File: config.mk
export PLATFORM = sky130hd
export DESIGN_NAME = bwa_accumulator
export DESIGN_NICKNAME = d
export VERILOG_FILES = /design/src/core/bwa_pkg.sv /design/src/core/bwa_log2.sv /design/src/core/bwa_wear_store.sv /design/src/core/bwa_accumulator.sv
export SDC_FILE = /design/constraint.sdc
export NUM_CORES = 2
export LEC_CHECK = 0
export ABC_AREA = 0
export BUFFER_PORTS_ARGS = -buffer_cell sky130_fd_sc_hd__buf_2
export CORE_ASPECT_RATIO = 2
export CORE_MARGIN = 8
export CORE_UTILIZATION = 65
export DETAILED_ROUTE_END_ITERATION = 8
export GPL_TIMING_DRIVEN = 0
export HOLD_SLACK_MARGIN = 0.05
export PLACE_DENSITY = 0.87
export RECOVER_POWER = 50
export SYNTH_ARGS = -nofsm -noshare
export SYNTH_HDL_FRONTEND = slang
export SYNTH_SLANG_ARGS = --single-unit
File: constraint.sdc
create_clock -name clk -period 25.8 [get_ports clk]
set_clock_uncertainty 0.05 [all_clocks]
set_input_delay 5.16 -clock clk [delete_from_list [all_inputs] [get_ports clk]]
set_output_delay 5.16 -clock clk [all_outputs]
set_load 0.01 [all_outputs]
File: src/core/bwa_pkg.sv
/*
  Package of the breaker wear accumulator: register map, reset values,
  setting limits, fixed-point formats, state codes and carrier structs.
  Assumes one 40 MHz clock and a synchronous active-low reset.
*/
package bwa_pkg;

  localparam int ADDR_W = 8;
  localparam int DATA_W = 32;
  localparam int CUR_W = 16;
  localparam int CNT_W = 17;
  localparam int FRAC_W = 12;
  localparam int LOG_W = 17;
  localparam int DIFF_W = 18;
  localparam int QUO_W = 48;
  localparam int TOT_INT_W = 32;
  localparam int TOT_W = TOT_INT_W + FRAC_W;
  localparam int EXP_INT_MAX = 20;

  // Register indices
  localparam logic [ADDR_W-1:0] REG_CTRL = 8'h00;
  localparam logic [ADDR_W-1:0] REG_MIN_CUR = 8'h01;
  localparam logic [ADDR_W-1:0] REG_N_ONE = 8'h02;
  localparam logic [ADDR_W-1:0] REG_N_RATED = 8'h03;
  localparam logic [ADDR_W-1:0] REG_I_RATED = 8'h04;
  localparam logic [ADDR_W-1:0] REG_ALM_LIM = 8'h05;
  localparam logic [ADDR_W-1:0] REG_CMD = 8'h06;
  localparam logic [ADDR_W-1:0] REG_STATUS = 8'h07;
  localparam logic [ADDR_W-1:0] REG_WEAR_INT = 8'h08;
  localparam logic [ADDR_W-1:0] REG_WEAR_FRAC = 8'h09;
  localparam logic [ADDR_W-1:0] REG_LAST_MAX = 8'h0A;

  // Field positions
  localparam int CTRL_OPER_BIT = 0;
  localparam int CMD_CLEAR_BIT = 0;
  localparam int ST_ALARM_BIT = 0;
  localparam int ST_ACQ_BIT = 1;
  localparam int ST_CALC_BIT = 2;
  localparam int ST_ABORT_BIT = 3;

  // Currents in units of 0.01 kA, then operation counts
  localparam logic [CUR_W-1:0] MIN_CUR_LO = 16'h000A;
  localparam logic [CUR_W-1:0] MIN_CUR_HI = 16'h0032;
  localparam logic [CUR_W-1:0] MIN_CUR_RST = 16'h000A;
  localparam logic [CUR_W-1:0] I_RATED_LO = 16'h03E8;
  localparam logic [CUR_W-1:0] I_RATED_HI = 16'h2710;
  localparam logic [CUR_W-1:0] I_RATED_RST = 16'h03E8;
  localparam logic [CNT_W-1:0] CNT_LO = 17'h00001;
  localparam logic [CNT_W-1:0] CNT_HI = 17'h186A0;
  localparam logic [CNT_W-1:0] N_ONE_RST = 17'h0C350;
  localparam logic [CNT_W-1:0] N_RATED_RST = 17'h00064;
  localparam logic [CNT_W-1:0] ALM_LIM_RST = 17'h0C350;

  // log2(100) as the log unit produces it, so 1 kA maps to exactly zero
  localparam logic [LOG_W-1:0] LOG2_ONE_KA = 17'h06900;
  localparam logic [FRAC_W:0] ONE_Q = 13'h1000;

  // Acquisition timeout
  localparam int CLK_FREQ_KHZ = 40000;
  localparam int ACQ_TIMEOUT_MS = 1000;
  localparam int ACQ_TIMEOUT_CYC = CLK_FREQ_KHZ * ACQ_TIMEOUT_MS;

  // Synchronised pin indices
  localparam int NPIN = 5;
  localparam int PIN_TRIP = 0;
  localparam int PIN_CLOSED = 1;
  localparam int PIN_OPEN = 2;
  localparam int PIN_BLOCK = 3;
  localparam int PIN_RESET = 4;

  typedef enum logic [3:0] {
    BWA_IDLE = 4'h0,
    BWA_ACQ = 4'h1,
    BWA_LOG_N1 = 4'h2,
    BWA_LOG_NR = 4'h3,
    BWA_LOG_IR = 4'h4,
    BWA_LOG_IM = 4'h5,
    BWA_MULT = 4'h6,
    BWA_DIV = 4'h7,
    BWA_ADD = 4'h8
  } bwa_state_e;

  typedef struct packed {
    logic [CUR_W-1:0] l1;
    logic [CUR_W-1:0] l2;
    logic [CUR_W-1:0] l3;
  } bwa_phase_s;

  typedef struct packed {
    logic wr;
    logic rd;
    logic [ADDR_W-1:0] addr;
    logic [DATA_W-1:0] wdata;
  } bwa_bus_req_s;

endpackage : bwa_pkg

File: src/core/bwa_log2.sv
/*
  Approximate base-2 logarithm: leading-one position as integer part,
  the bits below it as a linear fraction.
  Assumes a combinational path is acceptable within one clock.
*/
`timescale 1ns/1ps
module bwa_log2 #(
  parameter int IN_W = 32
) (
  input wire logic [IN_W-1:0] x,
  output logic [bwa_pkg::LOG_W-1:0] y
);

  logic [4:0] pos;
  logic [IN_W-1:0] norm;

  always_comb begin
    pos = 5'h00;
    for (int i = 0; i < IN_W; i++) begin
      if (x[i]) begin
        pos = 5'(i);
      end
    end
    // Zero input gives zero; callers never pass zero
    norm = x << (5'(IN_W - 1) - pos);
    y = {pos, norm[IN_W-2 -: bwa_pkg::FRAC_W]};
  end

endmodule : bwa_log2

File: src/core/bwa_wear_store.sv
/*
  Wear total storage. Models the non-volatile cell: it has no reset,
  so the device reset leaves the total as it was.
  Assumes the writer clears it explicitly on first commissioning.
*/
`timescale 1ns/1ps
module bwa_wear_store #(
  parameter int W = bwa_pkg::TOT_W
) (
  input wire logic clk,
  input wire logic we,
  input wire logic [W-1:0] wd,
  output logic [W-1:0] q
);

  always_ff @(posedge clk) begin
    if (we) begin
      q <= wd;
    end
  end

endmodule : bwa_wear_store

File: src/core/bwa_accumulator.sv
/*
  Breaker wear accumulator top: pin synchronisers, settings registers,
  acquisition of the peak phase current, log-domain weighting and the
  wear total with its alarm.
  Assumes phase magnitudes come from same-clock measurement logic in
  units of 0.01 kA, and binary inputs come from pins.
*/
`timescale 1ns/1ps
module bwa_accumulator #(
  parameter int unsigned TIMEOUT_CYCLES = bwa_pkg::ACQ_TIMEOUT_CYC
) (
  input wire logic clk,
  input wire logic reset_n,
  input wire bwa_pkg::bwa_bus_req_s bus_req,
  output logic [bwa_pkg::DATA_W-1:0] bus_rdata,
  input wire bwa_pkg::bwa_phase_s phase_mag,
  input wire logic trip_cmd,
  input wire logic breaker_closed_input,
  input wire logic breaker_open_input,
  input wire logic function_block_input,
  input wire logic wear_reset_input,
  output logic wear_alarm,
  output logic acquiring
);

  typedef struct packed {
    bwa_pkg::bwa_state_e st;
    logic [bwa_pkg::NPIN-1:0] sy1;
    logic [bwa_pkg::NPIN-1:0] sy2;
    logic [bwa_pkg::NPIN-1:0] sy3;
    logic [bwa_pkg::NPIN-1:0] filt;
    logic oper;
    logic [bwa_pkg::CUR_W-1:0] min_cur;
    logic [bwa_pkg::CNT_W-1:0] n_one;
    logic [bwa_pkg::CNT_W-1:0] n_rated;
    logic [bwa_pkg::CUR_W-1:0] i_rated;
    logic [bwa_pkg::CNT_W-1:0] alm_lim;
    logic [bwa_pkg::CUR_W-1:0] imax;
    logic [bwa_pkg::CUR_W-1:0] last_max;
    logic [31:0] tmr;
    logic [bwa_pkg::LOG_W-1:0] ln1;
    logic [bwa_pkg::LOG_W-1:0] lnr;
    logic [bwa_pkg::LOG_W-1:0] lir;
    logic [bwa_pkg::LOG_W-1:0] lim;
    logic neg;
    logic [bwa_pkg::DIFF_W-1:0] den;
    logic [bwa_pkg::DIFF_W-1:0] rem;
    logic [bwa_pkg::QUO_W-1:0] quo;
    logic [5:0] bitcnt;
    logic aborted;
    logic alarm;
    logic [bwa_pkg::DATA_W-1:0] rdata;
  } bwa_regs_s;

  bwa_regs_s r_r;
  bwa_regs_s r_nxt;

  logic [31:0] log_x;
  logic [bwa_pkg::LOG_W-1:0] log_y;
  logic store_we;
  logic [bwa_pkg::TOT_W-1:0] store_wd;
  logic [bwa_pkg::TOT_W-1:0] total;
  logic [bwa_pkg::CUR_W-1:0] cur_max;

  bwa_log2 #(
    .IN_W(32)
  ) u_log (
    .x(log_x),
    .y(log_y)
  );

  bwa_wear_store #(
    .W(bwa_pkg::TOT_W)
  ) u_store (
    .clk(clk),
    .we(store_we),
    .wd(store_wd),
    .q(total)
  );

  function automatic logic [bwa_pkg::CNT_W-1:0] clamp_cnt(
    input logic [bwa_pkg::DATA_W-1:0] v
  );
    return (v < 32'(bwa_pkg::CNT_LO)) ? bwa_pkg::CNT_LO :
           (v > 32'(bwa_pkg::CNT_HI)) ? bwa_pkg::CNT_HI :
           v[bwa_pkg::CNT_W-1:0];
  endfunction : clamp_cnt

  function automatic logic [bwa_pkg::CUR_W-1:0] clamp_cur(
    input logic [bwa_pkg::DATA_W-1:0] v,
    input logic [bwa_pkg::CUR_W-1:0] lo,
    input logic [bwa_pkg::CUR_W-1:0] hi
  );
    return (v < 32'(lo)) ? lo : (v > 32'(hi)) ? hi : v[bwa_pkg::CUR_W-1:0];
  endfunction : clamp_cur

  // Peak of the three fundamental magnitudes this sample
  always_comb begin
    cur_max = phase_mag.l1;
    if (phase_mag.l2 > cur_max) begin
      cur_max = phase_mag.l2;
    end
    if (phase_mag.l3 > cur_max) begin
      cur_max = phase_mag.l3;
    end
  end

  always_comb begin
    logic enabled;
    logic clr_cmd;
    logic clear;
    logic add_en;
    logic [bwa_pkg::TOT_W-1:0] addend;
    logic [bwa_pkg::TOT_W:0] sum;
    logic [bwa_pkg::CUR_W-1:0] peak;
    logic [bwa_pkg::DIFF_W-1:0] da;
    logic [bwa_pkg::DIFF_W-1:0] db;
    logic [bwa_pkg::DIFF_W-1:0] ma;
    logic [bwa_pkg::DIFF_W-1:0] mb;
    logic [bwa_pkg::DIFF_W:0] trial;
    logic [bwa_pkg::QUO_W-bwa_pkg::FRAC_W-1:0] eint;
    logic [bwa_pkg::TOT_W-1:0] mant;

    r_nxt = r_r;
    enabled = 1'b0;
    clr_cmd = 1'b0;
    clear = 1'b0;
    add_en = 1'b0;
    addend = '0;
    sum = '0;
    peak = '0;
    da = '0;
    db = '0;
    ma = '0;
    mb = '0;
    trial = '0;
    eint = '0;
    mant = '0;
    log_x = '0;
    store_we = 1'b0;
    store_wd = '0;

    // Three-stage pin sync; a change counts once stages two and three agree
    r_nxt.sy1 = {wear_reset_input, function_block_input, breaker_open_input,
                 breaker_closed_input, trip_cmd};
    r_nxt.sy2 = r_r.sy1;
    r_nxt.sy3 = r_r.sy2;
    r_nxt.filt = (r_r.sy2 & r_r.sy3) | (r_r.filt & (r_r.sy2 ^ r_r.sy3));

    enabled = r_r.oper & ~r_r.filt[bwa_pkg::PIN_BLOCK];

    // Register writes; out-of-range settings are clamped to their limits
    if (bus_req.wr) begin
      case (bus_req.addr)
        bwa_pkg::REG_CTRL: begin
          r_nxt.oper = bus_req.wdata[bwa_pkg::CTRL_OPER_BIT];
        end
        bwa_pkg::REG_MIN_CUR: begin
          r_nxt.min_cur = clamp_cur(bus_req.wdata, bwa_pkg::MIN_CUR_LO,
                                    bwa_pkg::MIN_CUR_HI);
        end
        bwa_pkg::REG_N_ONE: r_nxt.n_one = clamp_cnt(bus_req.wdata);
        bwa_pkg::REG_N_RATED: r_nxt.n_rated = clamp_cnt(bus_req.wdata);
        bwa_pkg::REG_I_RATED: begin
          r_nxt.i_rated = clamp_cur(bus_req.wdata, bwa_pkg::I_RATED_LO,
                                    bwa_pkg::I_RATED_HI);
        end
        bwa_pkg::REG_ALM_LIM: begin
          r_nxt.alm_lim = clamp_cnt(bus_req.wdata);
        end
        bwa_pkg::REG_CMD: begin
          clr_cmd = bus_req.wdata[bwa_pkg::CMD_CLEAR_BIT];
        end
        default: ;
      endcase
    end

    // Read data stand for exactly one cycle; unmapped reads give zero
    r_nxt.rdata = '0;
    if (bus_req.rd) begin
      case (bus_req.addr)
        bwa_pkg::REG_CTRL: r_nxt.rdata[bwa_pkg::CTRL_OPER_BIT] = r_r.oper;
        bwa_pkg::REG_MIN_CUR: r_nxt.rdata = 32'(r_r.min_cur);
        bwa_pkg::REG_N_ONE: r_nxt.rdata = 32'(r_r.n_one);
        bwa_pkg::REG_N_RATED: r_nxt.rdata = 32'(r_r.n_rated);
        bwa_pkg::REG_I_RATED: r_nxt.rdata = 32'(r_r.i_rated);
        bwa_pkg::REG_ALM_LIM: r_nxt.rdata = 32'(r_r.alm_lim);
        bwa_pkg::REG_STATUS: begin
          r_nxt.rdata[bwa_pkg::ST_ALARM_BIT] = r_r.alarm;
          r_nxt.rdata[bwa_pkg::ST_ACQ_BIT] = (r_r.st == bwa_pkg::BWA_ACQ);
          r_nxt.rdata[bwa_pkg::ST_CALC_BIT] =
            (r_r.st != bwa_pkg::BWA_ACQ) && (r_r.st != bwa_pkg::BWA_IDLE);
          r_nxt.rdata[bwa_pkg::ST_ABORT_BIT] = r_r.aborted;
        end
        bwa_pkg::REG_WEAR_INT: begin
          r_nxt.rdata = total[bwa_pkg::TOT_W-1:bwa_pkg::FRAC_W];
        end
        bwa_pkg::REG_WEAR_FRAC: r_nxt.rdata = 32'(total[bwa_pkg::FRAC_W-1:0]);
        bwa_pkg::REG_LAST_MAX: r_nxt.rdata = 32'(r_r.last_max);
        default: ;
      endcase
    end

    peak = (cur_max > r_r.imax) ? cur_max : r_r.imax;

    case (r_r.st)
      bwa_pkg::BWA_IDLE: begin
        if (enabled && r_r.filt[bwa_pkg::PIN_TRIP] &&
            r_r.filt[bwa_pkg::PIN_CLOSED]) begin
          r_nxt.st = bwa_pkg::BWA_ACQ;
          r_nxt.imax = cur_max;
          r_nxt.tmr = '0;
        end
      end
      bwa_pkg::BWA_ACQ: begin
        r_nxt.imax = peak;
        r_nxt.tmr = r_r.tmr + 32'h00000001;
        if (r_r.tmr >= 32'(TIMEOUT_CYCLES)) begin
          r_nxt.st = bwa_pkg::BWA_IDLE;
          r_nxt.aborted = 1'b1;
        end else if (cur_max < r_r.min_cur &&
                     r_r.filt[bwa_pkg::PIN_OPEN]) begin
          r_nxt.st = bwa_pkg::BWA_LOG_N1;
          r_nxt.last_max = peak;
          r_nxt.aborted = 1'b0;
        end
      end
      bwa_pkg::BWA_LOG_N1: begin
        log_x = 32'(r_r.n_one);
        r_nxt.ln1 = log_y;
        r_nxt.st = bwa_pkg::BWA_LOG_NR;
      end
      bwa_pkg::BWA_LOG_NR: begin
        log_x = 32'(r_r.n_rated);
        r_nxt.lnr = log_y;
        r_nxt.st = bwa_pkg::BWA_LOG_IR;
      end
      bwa_pkg::BWA_LOG_IR: begin
        log_x = 32'(r_r.i_rated);
        r_nxt.lir = log_y;
        r_nxt.st = bwa_pkg::BWA_LOG_IM;
      end
      bwa_pkg::BWA_LOG_IM: begin
        // A zero peak is taken as the smallest step to keep the log finite
        log_x = (r_r.last_max == '0) ? 32'h00000001 : 32'(r_r.last_max);
        r_nxt.lim = log_y;
        r_nxt.st = bwa_pkg::BWA_MULT;
      end
      bwa_pkg::BWA_MULT: begin
        // Exponent k*log2(I/1kA) = (ln1-lnr)*(lim-l1ka)/(lir-l1ka)
        da = 18'({1'b0, r_r.ln1}) - 18'({1'b0, r_r.lnr});
        db = 18'({1'b0, r_r.lim}) - 18'({1'b0, bwa_pkg::LOG2_ONE_KA});
        ma = da[bwa_pkg::DIFF_W-1] ? -da : da;
        mb = db[bwa_pkg::DIFF_W-1] ? -db : db;
        r_nxt.neg = da[bwa_pkg::DIFF_W-1] ^ db[bwa_pkg::DIFF_W-1];
        // Q24 product over a Q12 divisor leaves the exponent in Q12
        r_nxt.quo = bwa_pkg::QUO_W'(36'(ma) * 36'(mb));
        r_nxt.den = 18'({1'b0, r_r.lir}) -
                    18'({1'b0, bwa_pkg::LOG2_ONE_KA});
        r_nxt.rem = '0;
        r_nxt.bitcnt = '0;
        r_nxt.st = bwa_pkg::BWA_DIV;
      end
      bwa_pkg::BWA_DIV: begin
        // Restoring division, one quotient bit a cycle
        trial = {r_r.rem, r_r.quo[bwa_pkg::QUO_W-1]};
        if (trial >= {1'b0, r_r.den}) begin
          r_nxt.rem = bwa_pkg::DIFF_W'(trial - {1'b0, r_r.den});
          r_nxt.quo = {r_r.quo[bwa_pkg::QUO_W-2:0], 1'b1};
        end else begin
          r_nxt.rem = trial[bwa_pkg::DIFF_W-1:0];
          r_nxt.quo = {r_r.quo[bwa_pkg::QUO_W-2:0], 1'b0};
        end
        r_nxt.bitcnt = r_r.bitcnt + 6'h01;
        if (r_r.bitcnt == 6'(bwa_pkg::QUO_W - 1)) begin
          r_nxt.st = bwa_pkg::BWA_ADD;
        end
      end
      bwa_pkg::BWA_ADD: begin
        // 2^e approximated as (1+frac) shifted by the integer part
        eint = r_r.quo[bwa_pkg::QUO_W-1:bwa_pkg::FRAC_W];
        mant = bwa_pkg::TOT_W'({1'b1, r_r.quo[bwa_pkg::FRAC_W-1:0]});
        if (!r_r.neg) begin
          if (eint > 36'(bwa_pkg::EXP_INT_MAX)) begin
            addend = mant << bwa_pkg::EXP_INT_MAX;
          end else begin
            addend = mant << eint;
          end
        end else if (eint <= 36'(bwa_pkg::FRAC_W)) begin
          addend = mant >> eint;
        end
        add_en = 1'b1;
        r_nxt.st = bwa_pkg::BWA_IDLE;
      end
      default: begin
        r_nxt.st = bwa_pkg::BWA_IDLE;
      end
    endcase

    // Suspend drops any acquisition or calculation in progress, except an add step that meets a clear
    if (!enabled && r_r.st != bwa_pkg::BWA_IDLE) begin
      r_nxt.st = bwa_pkg::BWA_IDLE;
      add_en = 1'b0;
    end

    // Clear and a same-cycle addition both count: total becomes the addend
    clear = r_r.filt[bwa_pkg::PIN_RESET] | clr_cmd;
    sum = {1'b0, clear ? bwa_pkg::TOT_W'(0) : total} + {1'b0, addend};
    if (clear || add_en) begin
      store_we = 1'b1;
      store_wd = sum[bwa_pkg::TOT_W] ? '1 : sum[bwa_pkg::TOT_W-1:0];
    end

    r_nxt.alarm = enabled &&
      (total[bwa_pkg::TOT_W-1:bwa_pkg::FRAC_W] >= 32'(r_r.alm_lim));
  end

  always_ff @(posedge clk) begin
    if (!reset_n) begin
      r_r <= '0;
      r_r.st <= bwa_pkg::BWA_IDLE;
      r_r.min_cur <= bwa_pkg::MIN_CUR_RST;
      r_r.n_one <= bwa_pkg::N_ONE_RST;
      r_r.n_rated <= bwa_pkg::N_RATED_RST;
      r_r.i_rated <= bwa_pkg::I_RATED_RST;
      r_r.alm_lim <= bwa_pkg::ALM_LIM_RST;
    end else begin
      r_r <= r_nxt;
    end
  end

  assign bus_rdata = r_r.rdata;
  assign wear_alarm = r_r.alarm;
  assign acquiring = (r_r.st == bwa_pkg::BWA_ACQ);

endmodule : bwa_accumulator

==> flow_summary_export.csv <==
group,metric,value,unit
outcome,run_status,"finished with violations",
outcome,violations,"design-rule violations, max-capacitance violations, max-slew violations",
pwr,powerDensity,34.9,nW/um2
drt,drcViolationCount,9,
yosys,syn_area,37600,um2
yosys,ys_seq_area_share,22.9,%
yosys,post_synth_num_cell_types,115,
die,dieArea,66300,um2
sta,fmax,0.0737,GHz
global_route,overflow,0,
critical_path,cpMaxStageDelayCell,"a211oi_1",
placement,dp_hpwl,99.0,mm
yosys,ys.flop_type,"dfxtp_1",
layout,fin_area,40700,um2
die,die_x,186,um
drt,vias,36200,
sta,period_needed,13.57,ns
placement,place_area,39300,um2
sta,setup_viol,0,
sta,hold_viol,0,
critical_path,critPathArrivalTime,13.95,ns
layout,area_delta_synth_final,8.12,%
critical_path,critPathRequiredTime,26.19,ns
pwr,ir_drop,0.0000519,V
pwr,p_total,0.00142,W
sta,setup_tns,0,ns
drt,ant_nets,0,
pwr,p_leak,17.2,nW
sta,rsz0062_at_grt,"no",
sta,finalWorstSetupSlack,12.23,ns
critical_path,crit_path_end_kind,"register",
layout,final_cell_mix,"553 x nor2_1, 474 x inv_1, 410 x nand2_1",
clock_tree,cts.repair.resized,0,
sta,slew_headroom,-5.11,%
layout,fin_nets,5457,
layout,drive_above_1_share,6.33,%
die,rows,125,
clock_tree,cts_hold_buffers,0,
sta,slew_viol_final,7,
hold_path,hp-class,"register to register",
clock_tree,cts_made_buffers,40,
drt,finalWirelength,126,mm
critical_path,start_kind,"input port",
drt,vias_per_cell,6.46,
sta,fin_crit_sh,52.6,%
placement,portBuffers,121,
job,maxCapViolCount,1,
global_route,grt_max_degree,32,
critical_path,cp_top_family,"compound AO/OA/AOI/OAI gates",
die,die_y,356,um
die,io_pins,131,
critical_path,cpPeakStageDelay,0.80,ns
critical_path,crit_fanout,10,
yosys,synth_edf_count,44,
clock_tree,tritoncts,"built",
global_route,grt_pass1_wl,195,mm
global_route,antenna_found_initial,3,
clock_tree,cts-htree-levels,2,
placement,gp_congestion,1.06,
clock_tree,insertion_delay,0.58,ns
die,core-area,57700,um2
drt,wire_per_inst,22.5,um
yosys,syn-mean-instance-area,8.13,um2
critical_path,critPathMostFrequentCell,"a21o_1",
critical_path,critPathBufInv,6,
placement,pre_cts_ws,12.05,ns
yosys,ys.warnings.count,0,
die,initial_utilization,65.2,%
yosys,async_reset_ff_share,0,%
clock_tree,clockRootBuffer,"clkbuf_16",
yosys,netlist_instances,4627,
layout,layout_commonest_cell,"nor2_1",
yosys,ys_seq_elements,409,
global_route,grt_pass1_vias,36000,
clock_tree,clockBufferDepth,3,
drt,drt_iter0_markers,4473,
drt,drt-pass1-iter-count,9,
clock_tree,postCtsSetupRepairBufs,0,
sta,tightest_slew,1.56,ns
global_route,grt_usage,37.5,%
critical_path,path_class,"input port to register",
clock_tree,clkSlewWorstSetupHoldPaths,0.06,ns
clock_tree,cts.sinks,409,
-- cell usage after synthesis, types with 44 or more instances --
library cell  count  area share [%]
a22oi_1          74             1.5
a21oi_1         372             4.9
a21o_1           59             1.2
inv_1           474             4.7
and3_1           50            0.83
o21ai_0         188             2.5
and2_1           95             1.6
mux2i_1         101             2.7
nand3_1          75             1.0
dfxtp_1         365              19
ha_1            282             9.4
nor3_1           60            0.80
xnor2_1          85             2.0
nor2_1          553             5.5
nand2b_1         61             1.0
edfxtp_1         44             3.5
nand2_1         410             4.1
clkbuf_1        198             2.0
fa_1            259              14
xor2_1           64             1.5
nor2b_1          44            0.73
-- cell type report --
| class | count | area [um2] |
|---|---|---|
| multi-input combinational | 3498 | 26100 |
| buffer | 269 | 1190 |
| clock inverter | 13 | 239 |
| sequential | 409 | 8630 |
| fill | 4581 | 17000 |
| antenna | 3 | 7.51 |
| tap | 762 | 953 |
| timing repair buffer | 123 | 592 |
| inverter | 478 | 1790 |
| clock buffer | 57 | 1150 |
-- where the power goes --
part	internal, W	switching (W)
registers	0.000642	0.000000795
logic	0.0000531	0.0000959
clock network	0.000357	0.000273
total	0.00105	0.000369
-- through the flow --
step / hold slack [ns] / instances / util [%]
global placement: 0.373 / 5537 / 68.1
floorplan: 0.362 / 4654 / -
CTS: 0.394 / 5609 / 70.6
finish: 0.393 / 5612 / 70.5
detailed placement: 0.375 / 5539 / 68.2
global route: 0.406 / 5610 / 70.5
-- worst paths after layout --
path | cells past startpoint | start | to | slack [ns]
worst min-delay path | 1 | r_nxt[354] | r_nxt[349] | 0.39
worst max register to register | 36 | r_r[160] | r_r[72] | 14.08
worst max-delay path | 35 | phase_mag[41] | r_r[253] | 12.23
worst min register to register | 1 | r_nxt[354] | r_nxt[349] | 0.39
-- registers in the layout, summed over array words and instances, names as in the netlist --
name and cells:
bus_rdata 32, r_nxt 10, r_r 322, u_store.q 44, wear_alarm 1
-- routing by layer --
layer	vias to the layer above	routed length, um	GRT usage, %
met3	545	12900	8.00
met1	17100	45700	44.9
li1	16300	-	-
met4	0	9530	24.5
met5	-	0	0
met2	2275	58000	60.0
-- cell families (layout without fill, tap and decap cells) --
| kind of cell | count (synthesis) | after routing | synth area share [%] |
|---|---|---|---|
| simple gates | 1543 | 1543 | 19.5 |
| compound gates | 1108 | 1108 | 19.3 |
| buf+inv | 747 | 940 | 7.94 |
| fa+ha+maj | 541 | 541 | 23.2 |
| flops | 409 | 409 | 22.9 |
| xor+xnor | 149 | 149 | 3.47 |
| mux | 128 | 128 | 3.73 |
| other cells | 2 | 32 | 0.0200 |
(Power assumes the default switching activity.)
